## src/shared/lcdd_pkg.sv

```systemverilog
// constants and types of the segment display driver control
// Summary of operation
// - The display is driven only while the enable bit of the control port is one; zero means off.
// - Control bits 2..0 pick the scheme: 000 quarter/third bias, 001 quarter/half bias, 010 third duty/third bias, 011 third duty/half bias, 100 half duty/half bias, 101 static, 11x reserved.
// - Segment data is fetched from data RAM starting at address 20H.
// - Segment line n takes its nibble from RAM address 20H plus n, up to 3FH, and nibble bit k steers common line k.
// - Quarter duty uses bits 0..3, third duty bits 0..2, half duty bits 0..1, static bit 0 only; other bits are ignored.
// - Frame rate is 64 Hz at quarter duty, 85 Hz at third duty, 128 Hz at half duty and 64 Hz static.
// - Reset clears the control port to zero: display off, quarter duty with third bias.
// - While disabled every common and segment output sits at the negative supply level.
// - The driver is forced off during reset and during stop mode, whatever the enable bit says.
package lcdd_pkg;
    localparam logic [4:0] CTRL_OFFSET = 5'h1B;
    localparam int EN_BIT = 3;
    localparam logic [3:0] CTRL_RESET = 4'h0;
    localparam logic [7:0] RAM_BASE = 8'h20;
    localparam logic [4:0] SEG_LAST = 5'h1F;
    localparam int SEG_COUNT = 32;
    localparam int CNT_W = 24;
    localparam longint CLK_HZ = 100_000_000;
    localparam longint FRAME_HZ_QUARTER = 64;
    localparam longint FRAME_HZ_THIRD = 85;
    localparam longint FRAME_HZ_HALF = 128;
    localparam longint FRAME_HZ_STATIC = 64;
    localparam logic [2:0] SCH_Q_THIRD = 3'h0;
    localparam logic [2:0] SCH_Q_HALF = 3'h1;
    localparam logic [2:0] SCH_T_THIRD = 3'h2;
    localparam logic [2:0] SCH_T_HALF = 3'h3;
    localparam logic [2:0] SCH_H_HALF = 3'h4;
    localparam logic [2:0] SCH_STATIC = 3'h5;
    // drive level codes handed to the analog bias switches
    localparam logic [1:0] LVL_VSS = 2'h0;
    localparam logic [1:0] LVL_V1 = 2'h1;
    localparam logic [1:0] LVL_V2 = 2'h2;
    localparam logic [1:0] LVL_V3 = 2'h3;

    typedef enum logic [1:0] {
        ST_OFF = 2'b01,
        ST_RUN = 2'b10
    } lcdd_state_t;

    function automatic logic lcdd_reserved(input logic [2:0] sch);
        return sch[2] & sch[1];
    endfunction : lcdd_reserved

    function automatic logic [2:0] lcdd_slots(input logic [2:0] sch);
        case (sch)
            SCH_Q_THIRD, SCH_Q_HALF: return 3'h4;
            SCH_T_THIRD, SCH_T_HALF: return 3'h3;
            SCH_H_HALF: return 3'h2;
            default: return 3'h1;
        endcase
    endfunction : lcdd_slots

    function automatic logic lcdd_third_bias(input logic [2:0] sch);
        return (sch == SCH_Q_THIRD) || (sch == SCH_T_THIRD);
    endfunction : lcdd_third_bias
endpackage : lcdd_pkg

```

## src/shared/lcdd_fetch_if.sv

```systemverilog
// carries the fetched display nibbles from the RAM walker to the control core
`timescale 1ns/1ps
interface lcdd_fetch_if;
    logic start;
    logic wr;
    logic [4:0] idx;
    logic [3:0] nib;
    modport core (output start, input wr, input idx, input nib);
    modport walker (input start, output wr, output idx, output nib);
endinterface : lcdd_fetch_if

```

## src/design/lcdd_fetch.sv

```systemverilog
// walks the display area of data RAM and returns one nibble per segment line
`timescale 1ns/1ps
module lcdd_fetch (
    input wire logic clock,
    input wire logic rstn,
    input wire logic ce,
    lcdd_fetch_if.walker fif,
    output logic ram_re,
    output logic [7:0] ram_addr,
    input wire logic [3:0] ram_rdata
);
    typedef struct packed {
        logic busy;
        logic [4:0] idx;
        logic re;
        logic [7:0] addr;
        logic pend;
        logic [4:0] pidx;
    } lcdd_fetch_st_t;

    lcdd_fetch_st_t st;
    lcdd_fetch_st_t next_st;

    always_comb begin
        next_st = st;
        next_st.re = 1'b0;
        // RAM answers one cycle after it sees the read strobe
        next_st.pend = st.re;
        next_st.pidx = st.addr[4:0];
        if (st.busy) begin
            next_st.re = 1'b1;
            next_st.addr = lcdd_pkg::RAM_BASE + {3'h0, st.idx};
            next_st.idx = st.idx + 5'h1;
            if (st.idx == lcdd_pkg::SEG_LAST) begin
                next_st.busy = 1'b0;
            end
        end
        if (fif.start) begin
            next_st.busy = 1'b1;
            next_st.idx = 5'h0;
        end
    end

    always_ff @(posedge clock or negedge rstn) begin
        if (!rstn) begin
            st <= '0;
        end else if (ce) begin
            st <= next_st;
        end
    end

    assign ram_re = st.re;
    assign ram_addr = st.addr;
    assign fif.wr = st.pend;
    assign fif.idx = st.pidx;
    assign fif.nib = ram_rdata;

    AST_FETCH_ADDR: assert property (@(posedge clock) disable iff (!rstn)
        ram_re |-> (ram_addr >= 8'h20 && ram_addr <= 8'h3F))
        else $error("display fetch outside the display area");

    AST_FETCH_RETURN: assert property (@(posedge clock) disable iff (!rstn)
        (ram_re && ce) |=> (fif.wr && fif.idx == $past(ram_addr[4:0])))
        else $error("fetched nibble not returned with its index");
endmodule : lcdd_fetch

```

## src/design/lcdd_top.sv

```systemverilog
// control, scan timing and level selection of the segment display driver
`timescale 1ns/1ps
module lcdd_top #(
    parameter int unsigned SLOT_CYC_QUARTER =
        int'(lcdd_pkg::CLK_HZ / (lcdd_pkg::FRAME_HZ_QUARTER * 4)),
    parameter int unsigned SLOT_CYC_THIRD =
        int'(lcdd_pkg::CLK_HZ / (lcdd_pkg::FRAME_HZ_THIRD * 3)),
    parameter int unsigned SLOT_CYC_HALF =
        int'(lcdd_pkg::CLK_HZ / (lcdd_pkg::FRAME_HZ_HALF * 2)),
    parameter int unsigned SLOT_CYC_STATIC =
        int'(lcdd_pkg::CLK_HZ / lcdd_pkg::FRAME_HZ_STATIC)
) (
    input wire logic CLOCK,
    input wire logic RSTN,
    input wire logic CE,
    input wire logic PORT_WE,
    input wire logic [4:0] PORT_ADDR,
    input wire logic [3:0] PORT_DATA,
    input wire logic STOP_MODE,
    output logic RAM_RE,
    output logic [7:0] RAM_ADDR,
    input wire logic [3:0] RAM_RDATA,
    output logic [7:0] COM_LEVEL,
    output logic [63:0] SEG_LEVEL,
    output logic DISPLAY_ACTIVE,
    output logic BIAS_HALF
);
    typedef struct packed {
        logic on;
        logic [2:0] scheme;
        lcdd_pkg::lcdd_state_t state;
        logic [1:0] slot;
        logic pol;
        logic [lcdd_pkg::CNT_W-1:0] cnt;
        logic [31:0][3:0] nib;
        logic [7:0] com;
        logic [63:0] seg;
    } lcdd_top_st_t;

    lcdd_top_st_t st;
    lcdd_top_st_t next_st;
    logic wr_ok;
    logic fetch_start;

    lcdd_fetch_if fif ();

    lcdd_fetch u_fetch (
        .clock(CLOCK),
        .rstn(RSTN),
        .ce(CE),
        .fif(fif.walker),
        .ram_re(RAM_RE),
        .ram_addr(RAM_ADDR),
        .ram_rdata(RAM_RDATA)
    );

    // reload value of the slot counter, one less than the slot length
    function automatic logic [lcdd_pkg::CNT_W-1:0] slot_reload(input logic [2:0] sch);
        case (lcdd_pkg::lcdd_slots(sch))
            3'h4: return lcdd_pkg::CNT_W'(SLOT_CYC_QUARTER - 1);
            3'h3: return lcdd_pkg::CNT_W'(SLOT_CYC_THIRD - 1);
            3'h2: return lcdd_pkg::CNT_W'(SLOT_CYC_HALF - 1);
            default: return lcdd_pkg::CNT_W'(SLOT_CYC_STATIC - 1);
        endcase
    endfunction : slot_reload

    always_comb begin
        next_st = st;
        fetch_start = 1'b0;
        wr_ok = PORT_WE && (PORT_ADDR == lcdd_pkg::CTRL_OFFSET);
        if (wr_ok) begin
            next_st.on = PORT_DATA[lcdd_pkg::EN_BIT];
            // reserved codes leave the running scheme untouched
            if (!lcdd_pkg::lcdd_reserved(PORT_DATA[2:0])) begin
                next_st.scheme = PORT_DATA[2:0];
            end
        end
        if (fif.wr) begin
            next_st.nib[fif.idx] = fif.nib;
        end
        case (st.state)
            lcdd_pkg::ST_OFF: begin
                if (next_st.on && !STOP_MODE) begin
                    next_st.state = lcdd_pkg::ST_RUN;
                    next_st.slot = 2'h0;
                    next_st.pol = 1'b0;
                    next_st.cnt = slot_reload(next_st.scheme);
                    fetch_start = 1'b1;
                end
            end
            lcdd_pkg::ST_RUN: begin
                if (!next_st.on || STOP_MODE) begin
                    next_st.state = lcdd_pkg::ST_OFF;
                end else if (wr_ok) begin
                    // a new scheme restarts the frame so slots never exceed the duty
                    next_st.slot = 2'h0;
                    next_st.pol = 1'b0;
                    next_st.cnt = slot_reload(next_st.scheme);
                    fetch_start = 1'b1;
                end else if (st.cnt == '0) begin
                    next_st.cnt = slot_reload(st.scheme);
                    if ({1'b0, st.slot} == lcdd_pkg::lcdd_slots(st.scheme) - 3'h1) begin
                        // frame end: flip polarity so the glass sees no net DC
                        next_st.slot = 2'h0;
                        next_st.pol = ~st.pol;
                        fetch_start = 1'b1;
                    end else begin
                        next_st.slot = st.slot + 2'h1;
                    end
                end else begin
                    next_st.cnt = st.cnt - 1'b1;
                end
            end
            default: begin
                next_st.state = lcdd_pkg::ST_OFF;
            end
        endcase
        for (int k = 0; k < 4; k++) begin
            if (next_st.state != lcdd_pkg::ST_RUN) begin
                next_st.com[2*k +: 2] = lcdd_pkg::LVL_VSS;
            end else if (3'(k) >= lcdd_pkg::lcdd_slots(next_st.scheme)) begin
                next_st.com[2*k +: 2] = lcdd_pkg::LVL_VSS;
            end else if (2'(k) == next_st.slot) begin
                next_st.com[2*k +: 2] = next_st.pol ? lcdd_pkg::LVL_V3 : lcdd_pkg::LVL_VSS;
            end else if (lcdd_pkg::lcdd_third_bias(next_st.scheme)) begin
                next_st.com[2*k +: 2] = next_st.pol ? lcdd_pkg::LVL_V1 : lcdd_pkg::LVL_V2;
            end else begin
                next_st.com[2*k +: 2] = lcdd_pkg::LVL_V1;
            end
        end
        for (int s = 0; s < lcdd_pkg::SEG_COUNT; s++) begin
            if (next_st.state != lcdd_pkg::ST_RUN) begin
                next_st.seg[2*s +: 2] = lcdd_pkg::LVL_VSS;
            end else if (next_st.nib[s][next_st.slot]) begin
                // only the bit of the active slot is read, unused bits never matter
                next_st.seg[2*s +: 2] = next_st.pol ? lcdd_pkg::LVL_VSS : lcdd_pkg::LVL_V3;
            end else if (lcdd_pkg::lcdd_third_bias(next_st.scheme)) begin
                next_st.seg[2*s +: 2] = next_st.pol ? lcdd_pkg::LVL_V2 : lcdd_pkg::LVL_V1;
            end else begin
                next_st.seg[2*s +: 2] = next_st.pol ? lcdd_pkg::LVL_V3 : lcdd_pkg::LVL_VSS;
            end
        end
    end

    always_ff @(posedge CLOCK or negedge RSTN) begin
        if (!RSTN) begin
            st <= '0;
            st.on <= lcdd_pkg::CTRL_RESET[lcdd_pkg::EN_BIT];
            st.scheme <= lcdd_pkg::CTRL_RESET[2:0];
            st.state <= lcdd_pkg::ST_OFF;
        end else if (CE) begin
            st <= next_st;
        end
    end

    assign fif.start = fetch_start && CE;
    assign COM_LEVEL = st.com;
    assign SEG_LEVEL = st.seg;
    assign DISPLAY_ACTIVE = (st.state == lcdd_pkg::ST_RUN);
    assign BIAS_HALF = !lcdd_pkg::lcdd_third_bias(st.scheme);

    AST_OFF_VSS: assert property (@(posedge CLOCK) disable iff (!RSTN)
        (st.state == lcdd_pkg::ST_OFF) |-> (COM_LEVEL == 8'h00 && SEG_LEVEL == 64'h0))
        else $error("outputs not at negative supply while off");

    AST_STOP_OFF: assert property (@(posedge CLOCK) disable iff (!RSTN)
        (STOP_MODE && CE) |=> !DISPLAY_ACTIVE)
        else $error("driver active during stop mode");

    AST_WRITE_CTRL: assert property (@(posedge CLOCK) disable iff (!RSTN)
        (CE && PORT_WE && PORT_ADDR == 5'h1B && !(PORT_DATA[2] && PORT_DATA[1]))
        |=> (st.on == $past(PORT_DATA[3]) && st.scheme == $past(PORT_DATA[2:0])))
        else $error("control write not taken");

    AST_ENABLE: assert property (@(posedge CLOCK) disable iff (!RSTN)
        (CE && PORT_WE && PORT_ADDR == 5'h1B && PORT_DATA[3] && !STOP_MODE)
        |=> DISPLAY_ACTIVE)
        else $error("display not started by enable write");

    AST_RESV_KEEP: assert property (@(posedge CLOCK) disable iff (!RSTN)
        (PORT_WE && PORT_ADDR == 5'h1B && PORT_DATA[2] && PORT_DATA[1])
        |=> st.scheme == $past(st.scheme))
        else $error("reserved scheme code taken");

    AST_SLOT_RANGE: assert property (@(posedge CLOCK) disable iff (!RSTN)
        DISPLAY_ACTIVE |-> ({1'b0, st.slot} < lcdd_pkg::lcdd_slots(st.scheme)))
        else $error("slot beyond the selected duty");

    AST_COM_SEL: assert property (@(posedge CLOCK) disable iff (!RSTN)
        DISPLAY_ACTIVE |-> (COM_LEVEL[2*st.slot +: 2] == (st.pol ? 2'h3 : 2'h0)))
        else $error("active common line not at select level");

    AST_RELOAD: assert property (@(posedge CLOCK) disable iff (!RSTN)
        (CE && DISPLAY_ACTIVE && st.cnt == '0 && !PORT_WE && !STOP_MODE)
        |=> (st.cnt == slot_reload(st.scheme) && st.slot != $past(st.slot)
             || lcdd_pkg::lcdd_slots(st.scheme) == 3'h1))
        else $error("slot counter not reloaded at slot end");

    // the bias flag feeds the analog switches, so it must follow every accepted code
    AST_BIAS_SEL: assert property (@(posedge CLOCK) disable iff (!RSTN)
        (CE && PORT_WE && PORT_ADDR == 5'h1B
         && PORT_DATA[2:0] inside {3'h1, 3'h3, 3'h4, 3'h5})
        |=> BIAS_HALF)
        else $error("half bias not selected by scheme write");

    AST_BIAS_THIRD: assert property (@(posedge CLOCK) disable iff (!RSTN)
        (CE && PORT_WE && PORT_ADDR == 5'h1B && PORT_DATA[2:0] inside {3'h0, 3'h2})
        |=> !BIAS_HALF)
        else $error("third bias not selected by scheme write");

    // commons beyond the selected duty stay at the negative supply
    AST_COM_UNUSED: assert property (@(posedge CLOCK) disable iff (!RSTN)
        DISPLAY_ACTIVE |->
        ((lcdd_pkg::lcdd_slots(st.scheme) > 3'h3 || COM_LEVEL[7:6] == 2'h0)
         && (lcdd_pkg::lcdd_slots(st.scheme) > 3'h2 || COM_LEVEL[5:4] == 2'h0)
         && (lcdd_pkg::lcdd_slots(st.scheme) > 3'h1 || COM_LEVEL[3:2] == 2'h0)))
        else $error("unused common line driven");

    // a display start must walk the area from its base, never resume a stale walk
    AST_FETCH_BASE: assert property (@(posedge CLOCK) disable iff (!RSTN)
        ($rose(DISPLAY_ACTIVE) && CE) |=> (RAM_RE && RAM_ADDR == 8'h20))
        else $error("display start did not fetch from the area base");

    AST_SLOT_COUNT: assert property (@(posedge CLOCK) disable iff (!RSTN)
        (CE && DISPLAY_ACTIVE && st.cnt != '0 && !PORT_WE && !STOP_MODE)
        |=> (st.cnt == $past(st.cnt) - 1'b1 && st.slot == $past(st.slot)))
        else $error("slot counter did not step down");

    // polarity must turn over, and the slots restart at 0, after the last used slot of a frame
    AST_FRAME_FLIP: assert property (@(posedge CLOCK) disable iff (!RSTN)
        (CE && DISPLAY_ACTIVE && st.cnt == '0 && !PORT_WE && !STOP_MODE
         && {1'b0, st.slot} == lcdd_pkg::lcdd_slots(st.scheme) - 3'h1)
        |=> (st.slot == 2'h0 && st.pol != $past(st.pol)))
        else $error("frame end did not restart the slots with flipped polarity");
endmodule : lcdd_top

```

## config.mk

```make
export PLATFORM = sky130hd
export DESIGN_NAME = lcdd_top
export DESIGN_NICKNAME = d
export VERILOG_FILES = /design/src/shared/lcdd_pkg.sv /design/src/shared/lcdd_fetch_if.sv /design/src/design/lcdd_fetch.sv /design/src/design/lcdd_top.sv
export SDC_FILE = /design/constraint.sdc
export NUM_CORES = 1
export LEC_CHECK = 0
export BUFFER_PORTS_ARGS = -buffer_cell sky130_fd_sc_hd__buf_4
export CORE_MARGIN = 2
export CORE_UTILIZATION = 35
export CTS_CLUSTER_SIZE = 30
export DETAILED_ROUTE_END_ITERATION = 16
export GPL_ROUTABILITY_DRIVEN = 1
export PLACE_DENSITY = 0.52
export RECOVER_POWER = 100
export SYNTH_ARGS = -nofsm -noshare
export SYNTH_HDL_FRONTEND = slang
export SYNTH_SLANG_ARGS = --single-unit
export TNS_END_PERCENT = 50
```

## constraint.sdc

```tcl
create_clock -name CLOCK -period 7.55 [get_ports CLOCK]
set_input_delay 0.3775 -clock CLOCK [delete_from_list [all_inputs] [get_ports CLOCK]]
set_output_delay 0.3775 -clock CLOCK [all_outputs]
set_load 0.05 [all_outputs]
```

==> flow_metrics.tcl, run 1 <==
set metrics [dict create \
    final.period_utilization_pct 76.2 \
    hold_buffers 1 \
    detailed_place.area_um2 14700 \
    post_route_cells_drive_above_1_share_pct 17.1 \
    globalplace.congestion 0.763 \
    area_occupied_by_multi_input_gates_um2 6560 \
    worst-slew-pin-transition_ps 3670 \
    seq_area_frac_synth_pct 44.5 \
    rsz0062_at_grt "false" \
    worst_setup_path_start_kind "register" \
    critical_path_peak_fanout 28 \
    total_power_uw 5160 \
    post_synthesis_cell_area_um2 14200 \
    io_pins 101 \
    worstHoldStart "PORT_DATA[3]" \
    final-setup-viol-count 0 \
    power.density_nw_per_um2 335 \
    reg2reg_to "SEG_LEVEL[63]" \
    holdPathStages 2 \
    endpoint_kind "register" \
    h-tree-depth 1 \
    violations "max-capacitance violations, max-slew violations" \
    critical-path-slowest-cell "sky130_fd_sc_hd__clkbuf_1" \
    synth_ff_type "sky130_fd_sc_hd__dfrtp_1" \
    relSlewSlack_pct -144 \
    wl_met2_um 16400 \
    min_path_type "in -> reg" \
    finalSetupTns_ps 0 \
    outcome "finished with violations" \
    pre_cts_slack_ps 2550 \
    core_region_area_um2 39800 \
    dp.final_hpwl_um 22300 \
    clk_latency_ps 580 \
    maxCapViolations 4 \
    crit-reg2reg-launch "st[200]" \
    total_die_area_um2 42100 \
    postCtsSetupRepairBufs 0 \
    dr_wl_met3_um 1450 \
    chipHeight_um 205 \
    ys_warnings 0 \
    number_of_buffers_created_by_cts 31 \
    seqCellArea_um2 6310 \
    synth_cell_types 64 \
    n_antenna_cell 0 \
    cts_resized 0 \
    drc 0 \
    areaGrowthSynthToFinish_pct 8.76 \
    fillCellCount 4088 \
    ys_async_sr_fraction_pct 100 \
    post_synth_main_area_contributors "sky130_fd_sc_hd__dfrtp_1 44%, sky130_fd_sc_hd__mux2_2 13%, sky130_fd_sc_hd__mux2i_1 12%" \
    mostFrequentLayoutCell "sky130_fd_sc_hd__dfrtp_1" \
    timing.critical_path.slowest_cell_delay_ps 850 \
    nets 1374 \
    final.setup_skew_ps 22.7 \
    clk_transition_reported_paths_ps 60 \
    horizontal_die_dimension_um 205 \
    top_library_cells_by_usage_in_the_layout_fill_and_taps_aside "251 x sky130_fd_sc_hd__dfrtp_1, 166 x sky130_fd_sc_hd__mux2i_1, 145 x sky130_fd_sc_hd__mux2_2" \
    drt-wirelength-per-cell_um 18.9 \
    worst_slack_ps 1800 \
    grt_pass1_wl_um 58000 \
    grt_overall_usage_pct 17.5 \
    reg2reg_slack_ps 1800 \
    grt_pass1_vias 10200 \
    route.detailed.vias_per_inst 5.29 \
    vdd_drop_max_v 0.000202 \
    clockBufferDepth 3 \
    core.rowCount 73 \
    synth_top_cell_area_share_pct 44.4 \
    flip_flop_and_latch_count_after_synthesis 252 \
    timing_max_transition_violations_final 281 \
    dr.first_iter.drc_count 472 \
    drt-met1-wl_um 17100 \
    floorplan.initialDensity_pct 35.6 \
    reg2reg_depth 12 \
    tritoncts "yes" \
    grt_overflow 0 \
    grt_max_degree 146 \
    postSynthAreaPerCell_um2 10.3 \
    worst-endpoint-arrival_ps 6100 \
    finalCoreUtilization_pct 38.7 \
    worst-endpoint-required_ps 7900 \
    yosys.area.top_type "sky130_fd_sc_hd__dfrtp_1" \
    antenna_violations_before_repair 0 \
    timing.setup.critical_path_class "reg -> reg" \
    ctsRootBufferMaster "sky130_fd_sc_hd__clkbuf_16" \
    cts.sink_count 252 \
    maxClockFrequency_mhz 174 \
    top_layer_used "met4" \
    ordered_list_of_cells_on_the_worst_path "inv_1, ha_1, or4b_1, or4_1, or2_0, nor3_1, or2_2, clkbuf_1, o32ai_4, a211oi_1, mux2i_1, o21ai_0" \
    synth_edf_count 0 \
    placement.io_buffers 98 \
    drt-pass1-iter-count 5 \
    end_of_the_worst_hold_path "st[232]" \
    route.vias.total 10000 \
    routed_wirelength_um 35900 \
    period_needed_ps 5750 \
    synth_cells 1372 \
    fin_area_um2 15400 \
    antenna_left 0 \
    timing_hold_violations_final 0 \
    leak_pwr_uw 0.00704 \
]
[synth_stat cells, types with 5 or more instances]
cell / count
sky130_fd_sc_hd__nor2b_1: 5
sky130_fd_sc_hd__buf_1: 6
sky130_fd_sc_hd__nand2_1: 101
sky130_fd_sc_hd__mux2_2: 160
sky130_fd_sc_hd__o21ai_0: 88
sky130_fd_sc_hd__nor3_1: 17
sky130_fd_sc_hd__o22ai_1: 10
sky130_fd_sc_hd__mux2i_1: 166
sky130_fd_sc_hd__nand3b_1: 6
sky130_fd_sc_hd__a2111oi_0: 18
sky130_fd_sc_hd__nor2_1: 79
sky130_fd_sc_hd__clkbuf_1: 63
sky130_fd_sc_hd__buf_4: 82
sky130_fd_sc_hd__ha_1: 8
sky130_fd_sc_hd__a221oi_1: 5
sky130_fd_sc_hd__dfrtp_1: 251
sky130_fd_sc_hd__or2_2: 7
sky130_fd_sc_hd__a21boi_0: 7
sky130_fd_sc_hd__o22a_1: 10
sky130_fd_sc_hd__xnor2_1: 6
sky130_fd_sc_hd__inv_1: 83
sky130_fd_sc_hd__nand3_1: 29
sky130_fd_sc_hd__buf_2: 14
sky130_fd_sc_hd__nor4_1: 6
sky130_fd_sc_hd__or3_1: 7
sky130_fd_sc_hd__a31oi_1: 13
sky130_fd_sc_hd__xor2_1: 6
sky130_fd_sc_hd__a211oi_1: 15
sky130_fd_sc_hd__a21oi_1: 33
sky130_fd_sc_hd__a221oi_2: 7
[state kept, by name (all words and copies together), names as in the netlist]
signal            flops
u_fetch.fif.wr        1
COM_LEVEL             8
u_fetch.ram_re        1
u_fetch.ram_addr      6
SEG_LEVEL            64
st                  161
u_fetch.st            6
u_fetch.fif.idx       5
[metal layers]
| layer | global-route usage [%] | up-vias |
|---|---|---|
| met5 | 0 | - |
| met4 | 4.86 | 0 |
| met3 | 2.53 | 52 |
| met2 | 28.6 | 177 |
| met1 | 24.2 | 5081 |
| li1 | - | 4734 |
[cells by family after synthesis]
family                   Yosys count  share of synthesized area [%]
XOR/XNOR                          12                          0.742
other                              1                         0.0265
AND/OR/NAND/NOR                  284                           9.23
adder cells (fa/ha/maj)            8                          0.707
flip-flops                       252                           44.5
AO/OA/AOI/OAI                    239                           11.3
buffers and inverters            250                           8.99
multiplexers                     326                           24.5
[final cells by class]
class                      instances  share of cell area, %
multi-input combinational        871                   42.6
sequential                       252                   41.0
clock buffer                      45                   5.96
tap                              525                   4.27
timing repair buffer             109                   3.27
inverter                          83                   2.02
clock inverter                    13                  0.918
[power breakdown]
part	switching (uW)	internal [uW]
registers	180	1550
logic	1290	619
clock network	607	914
[worst max path at each step]
stage | startpoint | end | depth (start not counted)
floorplan | st[216] | SEG_LEVEL[44] | 12
global placement | st[200] | SEG_LEVEL[41] | 12
global route | st[203] | SEG_LEVEL[49] | 10
CTS | st[200] | SEG_LEVEL[41] | 12
finish | st[200] | SEG_LEVEL[63] | 12
detailed placement | st[200] | SEG_LEVEL[41] | 12
[critical path, delay by kind of cell, from the launching register on]
family	cells	cell delay [ps]
AOI/OAI and AO/OA	3	1190
adders and majority gates	1	160
buffers and inverters	2	960
DFF	1	400
muxes	1	240
and+or+nand+nor	5	2560
[metrics by stage]
step,std cells,hold slack (ps)
6_report,1898,61.0
5_1_grt,1898,50.0
4_1_cts,1898,42.7
3_5_place_dp,1839,489
3_3_place_gp,1839,474
2_1_floorplan,1373,81.9
Note: power is estimated with default switching activity, not from simulation.
==> run 2, diff against run 1 <==
Settings changed: PLACE_DENSITY 0.52 to 0.54.
Clock period 7.55 ns to 4.84 ns, I/O delays scaled along.
==> flow_metrics.tcl, run 2 (same netlist as run 1, synthesis figures left out) <==
set metrics [dict create \
    critical_path_peak_fanout 20 \
    antenna_violations_before_repair 0 \
    leak_pwr_uw 0.00708 \
    route.vias.total 10000 \
    worst-endpoint-required_ps 5130 \
    endpoint_kind "register" \
    core.rowCount 73 \
    postCtsSetupRepairBufs 0 \
    hold_buffers 2 \
    rsz0062_at_grt "false" \
    worst_setup_path_start_kind "register" \
    mostFrequentLayoutCell "sky130_fd_sc_hd__dfrtp_1" \
    antenna_left 0 \
    drt-wirelength-per-cell_um 18.1 \
    finalSetupTns_ps 0 \
    chipHeight_um 205 \
    outcome "finished with violations" \
    period_needed_ps 4330 \
    horizontal_die_dimension_um 205 \
    drt-pass1-iter-count 5 \
    worst-endpoint-arrival_ps 4620 \
    dp.final_hpwl_um 22300 \
    tritoncts "yes" \
    h-tree-depth 1 \
    relSlewSlack_pct -122 \
    io_pins 101 \
    n_antenna_cell 0 \
    ctsRootBufferMaster "sky130_fd_sc_hd__clkbuf_16" \
    grt_max_degree 113 \
    timing_max_transition_violations_final 247 \
    timing_hold_violations_final 0 \
    top_library_cells_by_usage_in_the_layout_fill_and_taps_aside "251 x sky130_fd_sc_hd__dfrtp_1, 166 x sky130_fd_sc_hd__mux2i_1, 146 x sky130_fd_sc_hd__mux2_2" \
    floorplan.initialDensity_pct 35.6 \
    internal_power_uw 4850 \
    maxCapViolations 3 \
    violations "max-capacitance violations, max-slew violations" \
    maxClockFrequency_mhz 231 \
    drc 0 \
    power_frac_comb_pct 38.2 \
    switching_share_pct 39.3 \
    clockBufferDepth 3 \
    final-setup-viol-count 0 \
    cts.sink_count 252 \
    dr.first_iter.drc_count 501 \
    grt_pass1_vias 9930 \
    power.density_nw_per_um2 517 \
    final.period_utilization_pct 89.4 \
    clk_latency_ps 560 \
    globalplace.congestion 0.809 \
    core_region_area_um2 39800 \
    placement.io_buffers 98 \
    fillCellCount 3984 \
    power.sequential.fraction_pct 33.8 \
    power.clock.fraction_pct 28.0 \
    total_die_area_um2 42100 \
    min_path_type "in -> reg" \
    route.detailed.vias_per_inst 5.26 \
    worst-slew-pin-transition_ps 3320 \
    number_of_buffers_created_by_cts 29 \
    cts_resized 0 \
    grt_overall_usage_pct 16.6 \
    clk_transition_reported_paths_ps 60 \
    vdd_drop_max_v 0.000260 \
    largest_reg_flops 161 \
    switchingPower_uw 3140 \
    registers.top_by_ff_count "st" \
    post_route_cells_drive_above_1_share_pct 17.7 \
    grt_pass1_wl_um 56000 \
    areaGrowthSynthToFinish_pct 9.14 \
    total_power_uw 7990 \
    routed_wirelength_um 34600 \
    final.setup_skew_ps 25.3 \
    timing.setup.critical_path_class "reg -> reg" \
    nets 1384 \
    grt_overflow 0 \
]
-- run 2: cell count changes in the layout (fill, tap and decap cells not counted), moves of 2 or more --
cell / previous run / this run
sky130_fd_sc_hd__buf_4: 20 / 26
sky130_fd_sc_hd__buf_12: 0 / 3
sky130_fd_sc_hd__clkinvlp_4: 3 / 0
sky130_fd_sc_hd__clkbuf_1: 91 / 93
sky130_fd_sc_hd__clkbuf_16: 31 / 29
sky130_fd_sc_hd__clkbuf_2: 1 / 3
sky130_fd_sc_hd__clkbuf_8: 9 / 11
sky130_fd_sc_hd__clkinv_4: 2 / 0
sky130_fd_sc_hd__inv_6: 3 / 1
sky130_fd_sc_hd__nor2_1: 77 / 75
sky130_fd_sc_hd__nor2_2: 1 / 3
-- run 2: path summary, 6_finish.rpt --
kind / start / to / slack, ps / cells past startpoint
max in group asynchronous: RSTN / st[229] / 1210 / 3
min in group asynchronous: RSTN / SEG_LEVEL[23] / 1150 / 2
min reg2reg: u_fetch.ram_addr[5] / u_fetch.ram_addr[5] / 480 / 1
max reg2reg: st[200] / SEG_LEVEL[62] / 510 / 12
max: st[200] / SEG_LEVEL[62] / 510 / 12
min: PORT_DATA[0] / st[229] / 130 / 3
-- run 2: area by class of cell --
type | count | area, um^2 | area share (%)
clock inverter | 7 | 88.8 | 0.575
tap | 525 | 657 | 4.25
multi-input combinational | 871 | 6570 | 42.5
clock buffer | 46 | 900 | 5.82
sequential | 252 | 6310 | 40.8
inverter | 83 | 312 | 2.02
timing repair buffer | 121 | 617 | 3.99
-- run 2: power by group through the flow --
stage,logic (uW),registers [uW],clock network (uW)
3_5_place_dp,3230,2730,0
5_1_grt,3330,2750,2400
4_1_cts,3240,2700,2300
2_1_floorplan,2520,2630,0
3_3_place_gp,3200,2720,0
6_report,3050,2700,2240
-- run 2: worst max-delay path, cell delays in order, from the launching register on --
cell and delay (ps):
sky130_fd_sc_hd__dfrtp_1 400, sky130_fd_sc_hd__inv_1 110, sky130_fd_sc_hd__ha_1 180, sky130_fd_sc_hd__or4b_1 420, sky130_fd_sc_hd__or4_1 570, sky130_fd_sc_hd__or4_4 610
sky130_fd_sc_hd__o211a_1 150, sky130_fd_sc_hd__buf_4 210, sky130_fd_sc_hd__nor2_1 210, sky130_fd_sc_hd__o32ai_4 230, sky130_fd_sc_hd__a211oi_1 590, sky130_fd_sc_hd__mux2i_1 250
sky130_fd_sc_hd__o21ai_0 100
-- run 2: layer usage --
layer	part of all wire (%)	GRT usage (%)	up-vias
met5	0	0	-
met4	2.1	3.80	0
met3	4.2	2.42	46
met2	46	27.0	213
met1	48	23.5	4994
li1	-	-	4760
-- run 2: per-stage QoR --
stage | instance area (um^2) | setup WS (ps) | instances | hold slack [ps] | utilization, %
after floorplan | 14200 | 1300 | 1373 | -53.6 | -
after CTS | 15800 | 625 | 1905 | 111 | 39.8
after detailed placement | 14800 | 640 | 1850 | 377 | 37.3
final | 15500 | 513 | 1905 | 131 | 38.8
after global routing | 15500 | 214 | 1905 | 126 | 38.8
after global placement | 14800 | 760 | 1850 | 380 | 37.3
==> run 3, diff against run 2 <==
--- a/config.mk
+++ b/config.mk
@@ -6,5 +6,5 @@
 export NUM_CORES = 1
 export LEC_CHECK = 0
-export BUFFER_PORTS_ARGS = -buffer_cell sky130_fd_sc_hd__buf_4
+export BUFFER_PORTS_ARGS = -buffer_cell sky130_fd_sc_hd__buf_2
 export CORE_MARGIN = 2
 export CORE_UTILIZATION = 35
==> constraint.sdc (replaced) <==
create_clock -name CLOCK -period 4.84 [get_ports CLOCK]
set_input_delay 0.484 -clock CLOCK [delete_from_list [all_inputs] [get_ports CLOCK]]
set_output_delay 0.484 -clock CLOCK [all_outputs]
set_load 0.05 [all_outputs]
==> flow_metrics.tcl, run 3 (same netlist as run 1, synthesis figures left out) <==
set metrics [dict create \
    route.detailed.vias_per_inst 5.25 \
    placement.io_buffers 98 \
    io_pins 101 \
    globalplace.congestion 0.823 \
    clk_transition_reported_paths_ps 60 \
    maxClockFrequency_mhz 227 \
    clockBufferDepth 3 \
    dp.final_hpwl_um 22800 \
    final_cell_count_no_fill 1915 \
    reg2reg_to "SEG_LEVEL[60]" \
    grt_pass1_vias 9845 \
    outcome "finished with violations" \
    relSlewSlack_pct -75.2 \
    worst-endpoint-arrival_ps 4820 \
    total_die_area_um2 42100 \
    grt_overall_usage_pct 16.8 \
    grt_max_degree 98 \
    largest_reg_flops 161 \
    worst_hold_slack_ps 168 \
    postCtsSetupRepairBufs 0 \
    n_antenna_cell 0 \
    grt_overflow 0 \
    areaGrowthSynthToFinish_pct 9.37 \
    holdPathStages 2 \
    core.rowCount 73 \
    grt_pass1_wl_um 56300 \
    worst-slew-pin-transition_ps 2630 \
    worst-endpoint-required_ps 5250 \
    route.vias.total 10000 \
    core_region_area_um2 39800 \
    min_path_type "in -> reg" \
    timing_max_transition_violations_final 147 \
    cts_resized 0 \
    timing.setup.critical_path_class "reg -> reg" \
    vdd_drop_max_v 0.000348 \
    routed_wirelength_um 34800 \
    tritoncts "yes" \
    drc 0 \
    end_of_the_worst_hold_path "st[232]" \
    total_power_uw 8070 \
    antenna_violations_before_repair 0 \
    mostFrequentLayoutCell "sky130_fd_sc_hd__dfrtp_1" \
    power.density_nw_per_um2 521 \
    number_of_buffers_created_by_cts 29 \
    worst_setup_path_start_kind "register" \
    worst_slack_ps 425 \
    dr.first_iter.drc_count 566 \
    antenna_left 0 \
    chipHeight_um 205 \
    nets 1394 \
    post_route_cells_drive_above_1_share_pct 17.9 \
    final.setup_skew_ps 39.1 \
    top_library_cells_by_usage_in_the_layout_fill_and_taps_aside "251 x sky130_fd_sc_hd__dfrtp_1, 166 x sky130_fd_sc_hd__mux2i_1, 143 x sky130_fd_sc_hd__mux2_2" \
    critical_path_peak_fanout 12 \
    drt-pass1-iter-count 4 \
    leak_pwr_uw 0.00711 \
    drt-wirelength-per-cell_um 18.2 \
    final.period_utilization_pct 91.2 \
    h-tree-depth 1 \
    worstHoldStart "PORT_DATA[3]" \
    pre_cts_slack_ps 649 \
    period_needed_ps 4410 \
    placedCellCount 1862 \
    rsz0062_at_grt "false" \
    clk_latency_ps 580 \
    finalSetupTns_ps 0 \
    reg2reg_slack_ps 430 \
    floorplan.initialDensity_pct 35.6 \
    ctsRootBufferMaster "sky130_fd_sc_hd__clkbuf_16" \
    registers.top_by_ff_count "st" \
    hold_buffers 0 \
    reg2reg_depth 12 \
    horizontal_die_dimension_um 205 \
    maxCapViolations 2 \
    violations "max-capacitance violations, max-slew violations" \
    crit-reg2reg-launch "st[200]" \
    final-setup-viol-count 0 \
    timing_hold_violations_final 0 \
    cts.sink_count 252 \
    endpoint_kind "register" \
]
run 3: cell count changes in the layout (fill, tap and decap cells not counted), sizes merged:
cell and change:
clkbuf +1, dlygate4sd3 -2, clkinv +1, bufinv +1, buf +7, clkinvlp +2
run 3: routing by layer:
metal  up-vias  global-route usage, %  wire (um)
met4         0                   4.32        748
met5         -                      0          0
met1      5023                   23.8      17000
met3        49                   2.34       1340
li1       4773                      -          -
met2       203                   26.9      15700
run 3: worst max path at each step:
stage | depth (start not counted) | end | start
2_1_floorplan | 12 | SEG_LEVEL[44] | st[216]
6_report | 12 | SEG_LEVEL[60] | st[200]
5_1_grt | 12 | SEG_LEVEL[55] | st[200]
3_3_place_gp | 13 | SEG_LEVEL[40] | st[200]
4_1_cts | 13 | SEG_LEVEL[41] | st[200]
3_5_place_dp | 13 | SEG_LEVEL[41] | st[200]
run 3: critical path, cell delays in order (launching register included):
cell and delay [ps]:
sky130_fd_sc_hd__dfrtp_1 400, sky130_fd_sc_hd__inv_1 100, sky130_fd_sc_hd__ha_1 190, sky130_fd_sc_hd__or4b_1 450, sky130_fd_sc_hd__or4_1 580, sky130_fd_sc_hd__or2_0 480
sky130_fd_sc_hd__nor3_1 480, sky130_fd_sc_hd__or2_2 240, sky130_fd_sc_hd__o32ai_2 190, sky130_fd_sc_hd__clkbuf_1 190, sky130_fd_sc_hd__a211oi_1 580, sky130_fd_sc_hd__mux2i_1 260
sky130_fd_sc_hd__o21ai_0 100
run 3: report_power, final:
part / internal (uW) / leakage, uW / total (uW) / switching, uW
Sequential: 2410 / 0.00345 / 2690 / 282
Combinational: 1060 / 0.00317 / 3070 / 2010
Clock: 1410 / 0.000500 / 2310 / 901
run 3: through the flow:
stage,util [%],cell area [um^2]
3_5_place_dp,36.9,14700
6_report,38.9,15500
5_1_grt,38.9,15500
3_3_place_gp,36.9,14700
2_1_floorplan,-,14200
4_1_cts,39.4,15700
run 3: area by class of cell:
class | count | area, um^2
Clock buffer | 42 | 875
Timing Repair Buffer | 131 | 644
Fill cell | 3989 | 24300
Multi-Input combinational cell | 871 | 6550
Tap cell | 525 | 657
Sequential cell | 252 | 6310
Clock inverter | 11 | 139
Inverter | 83 | 312
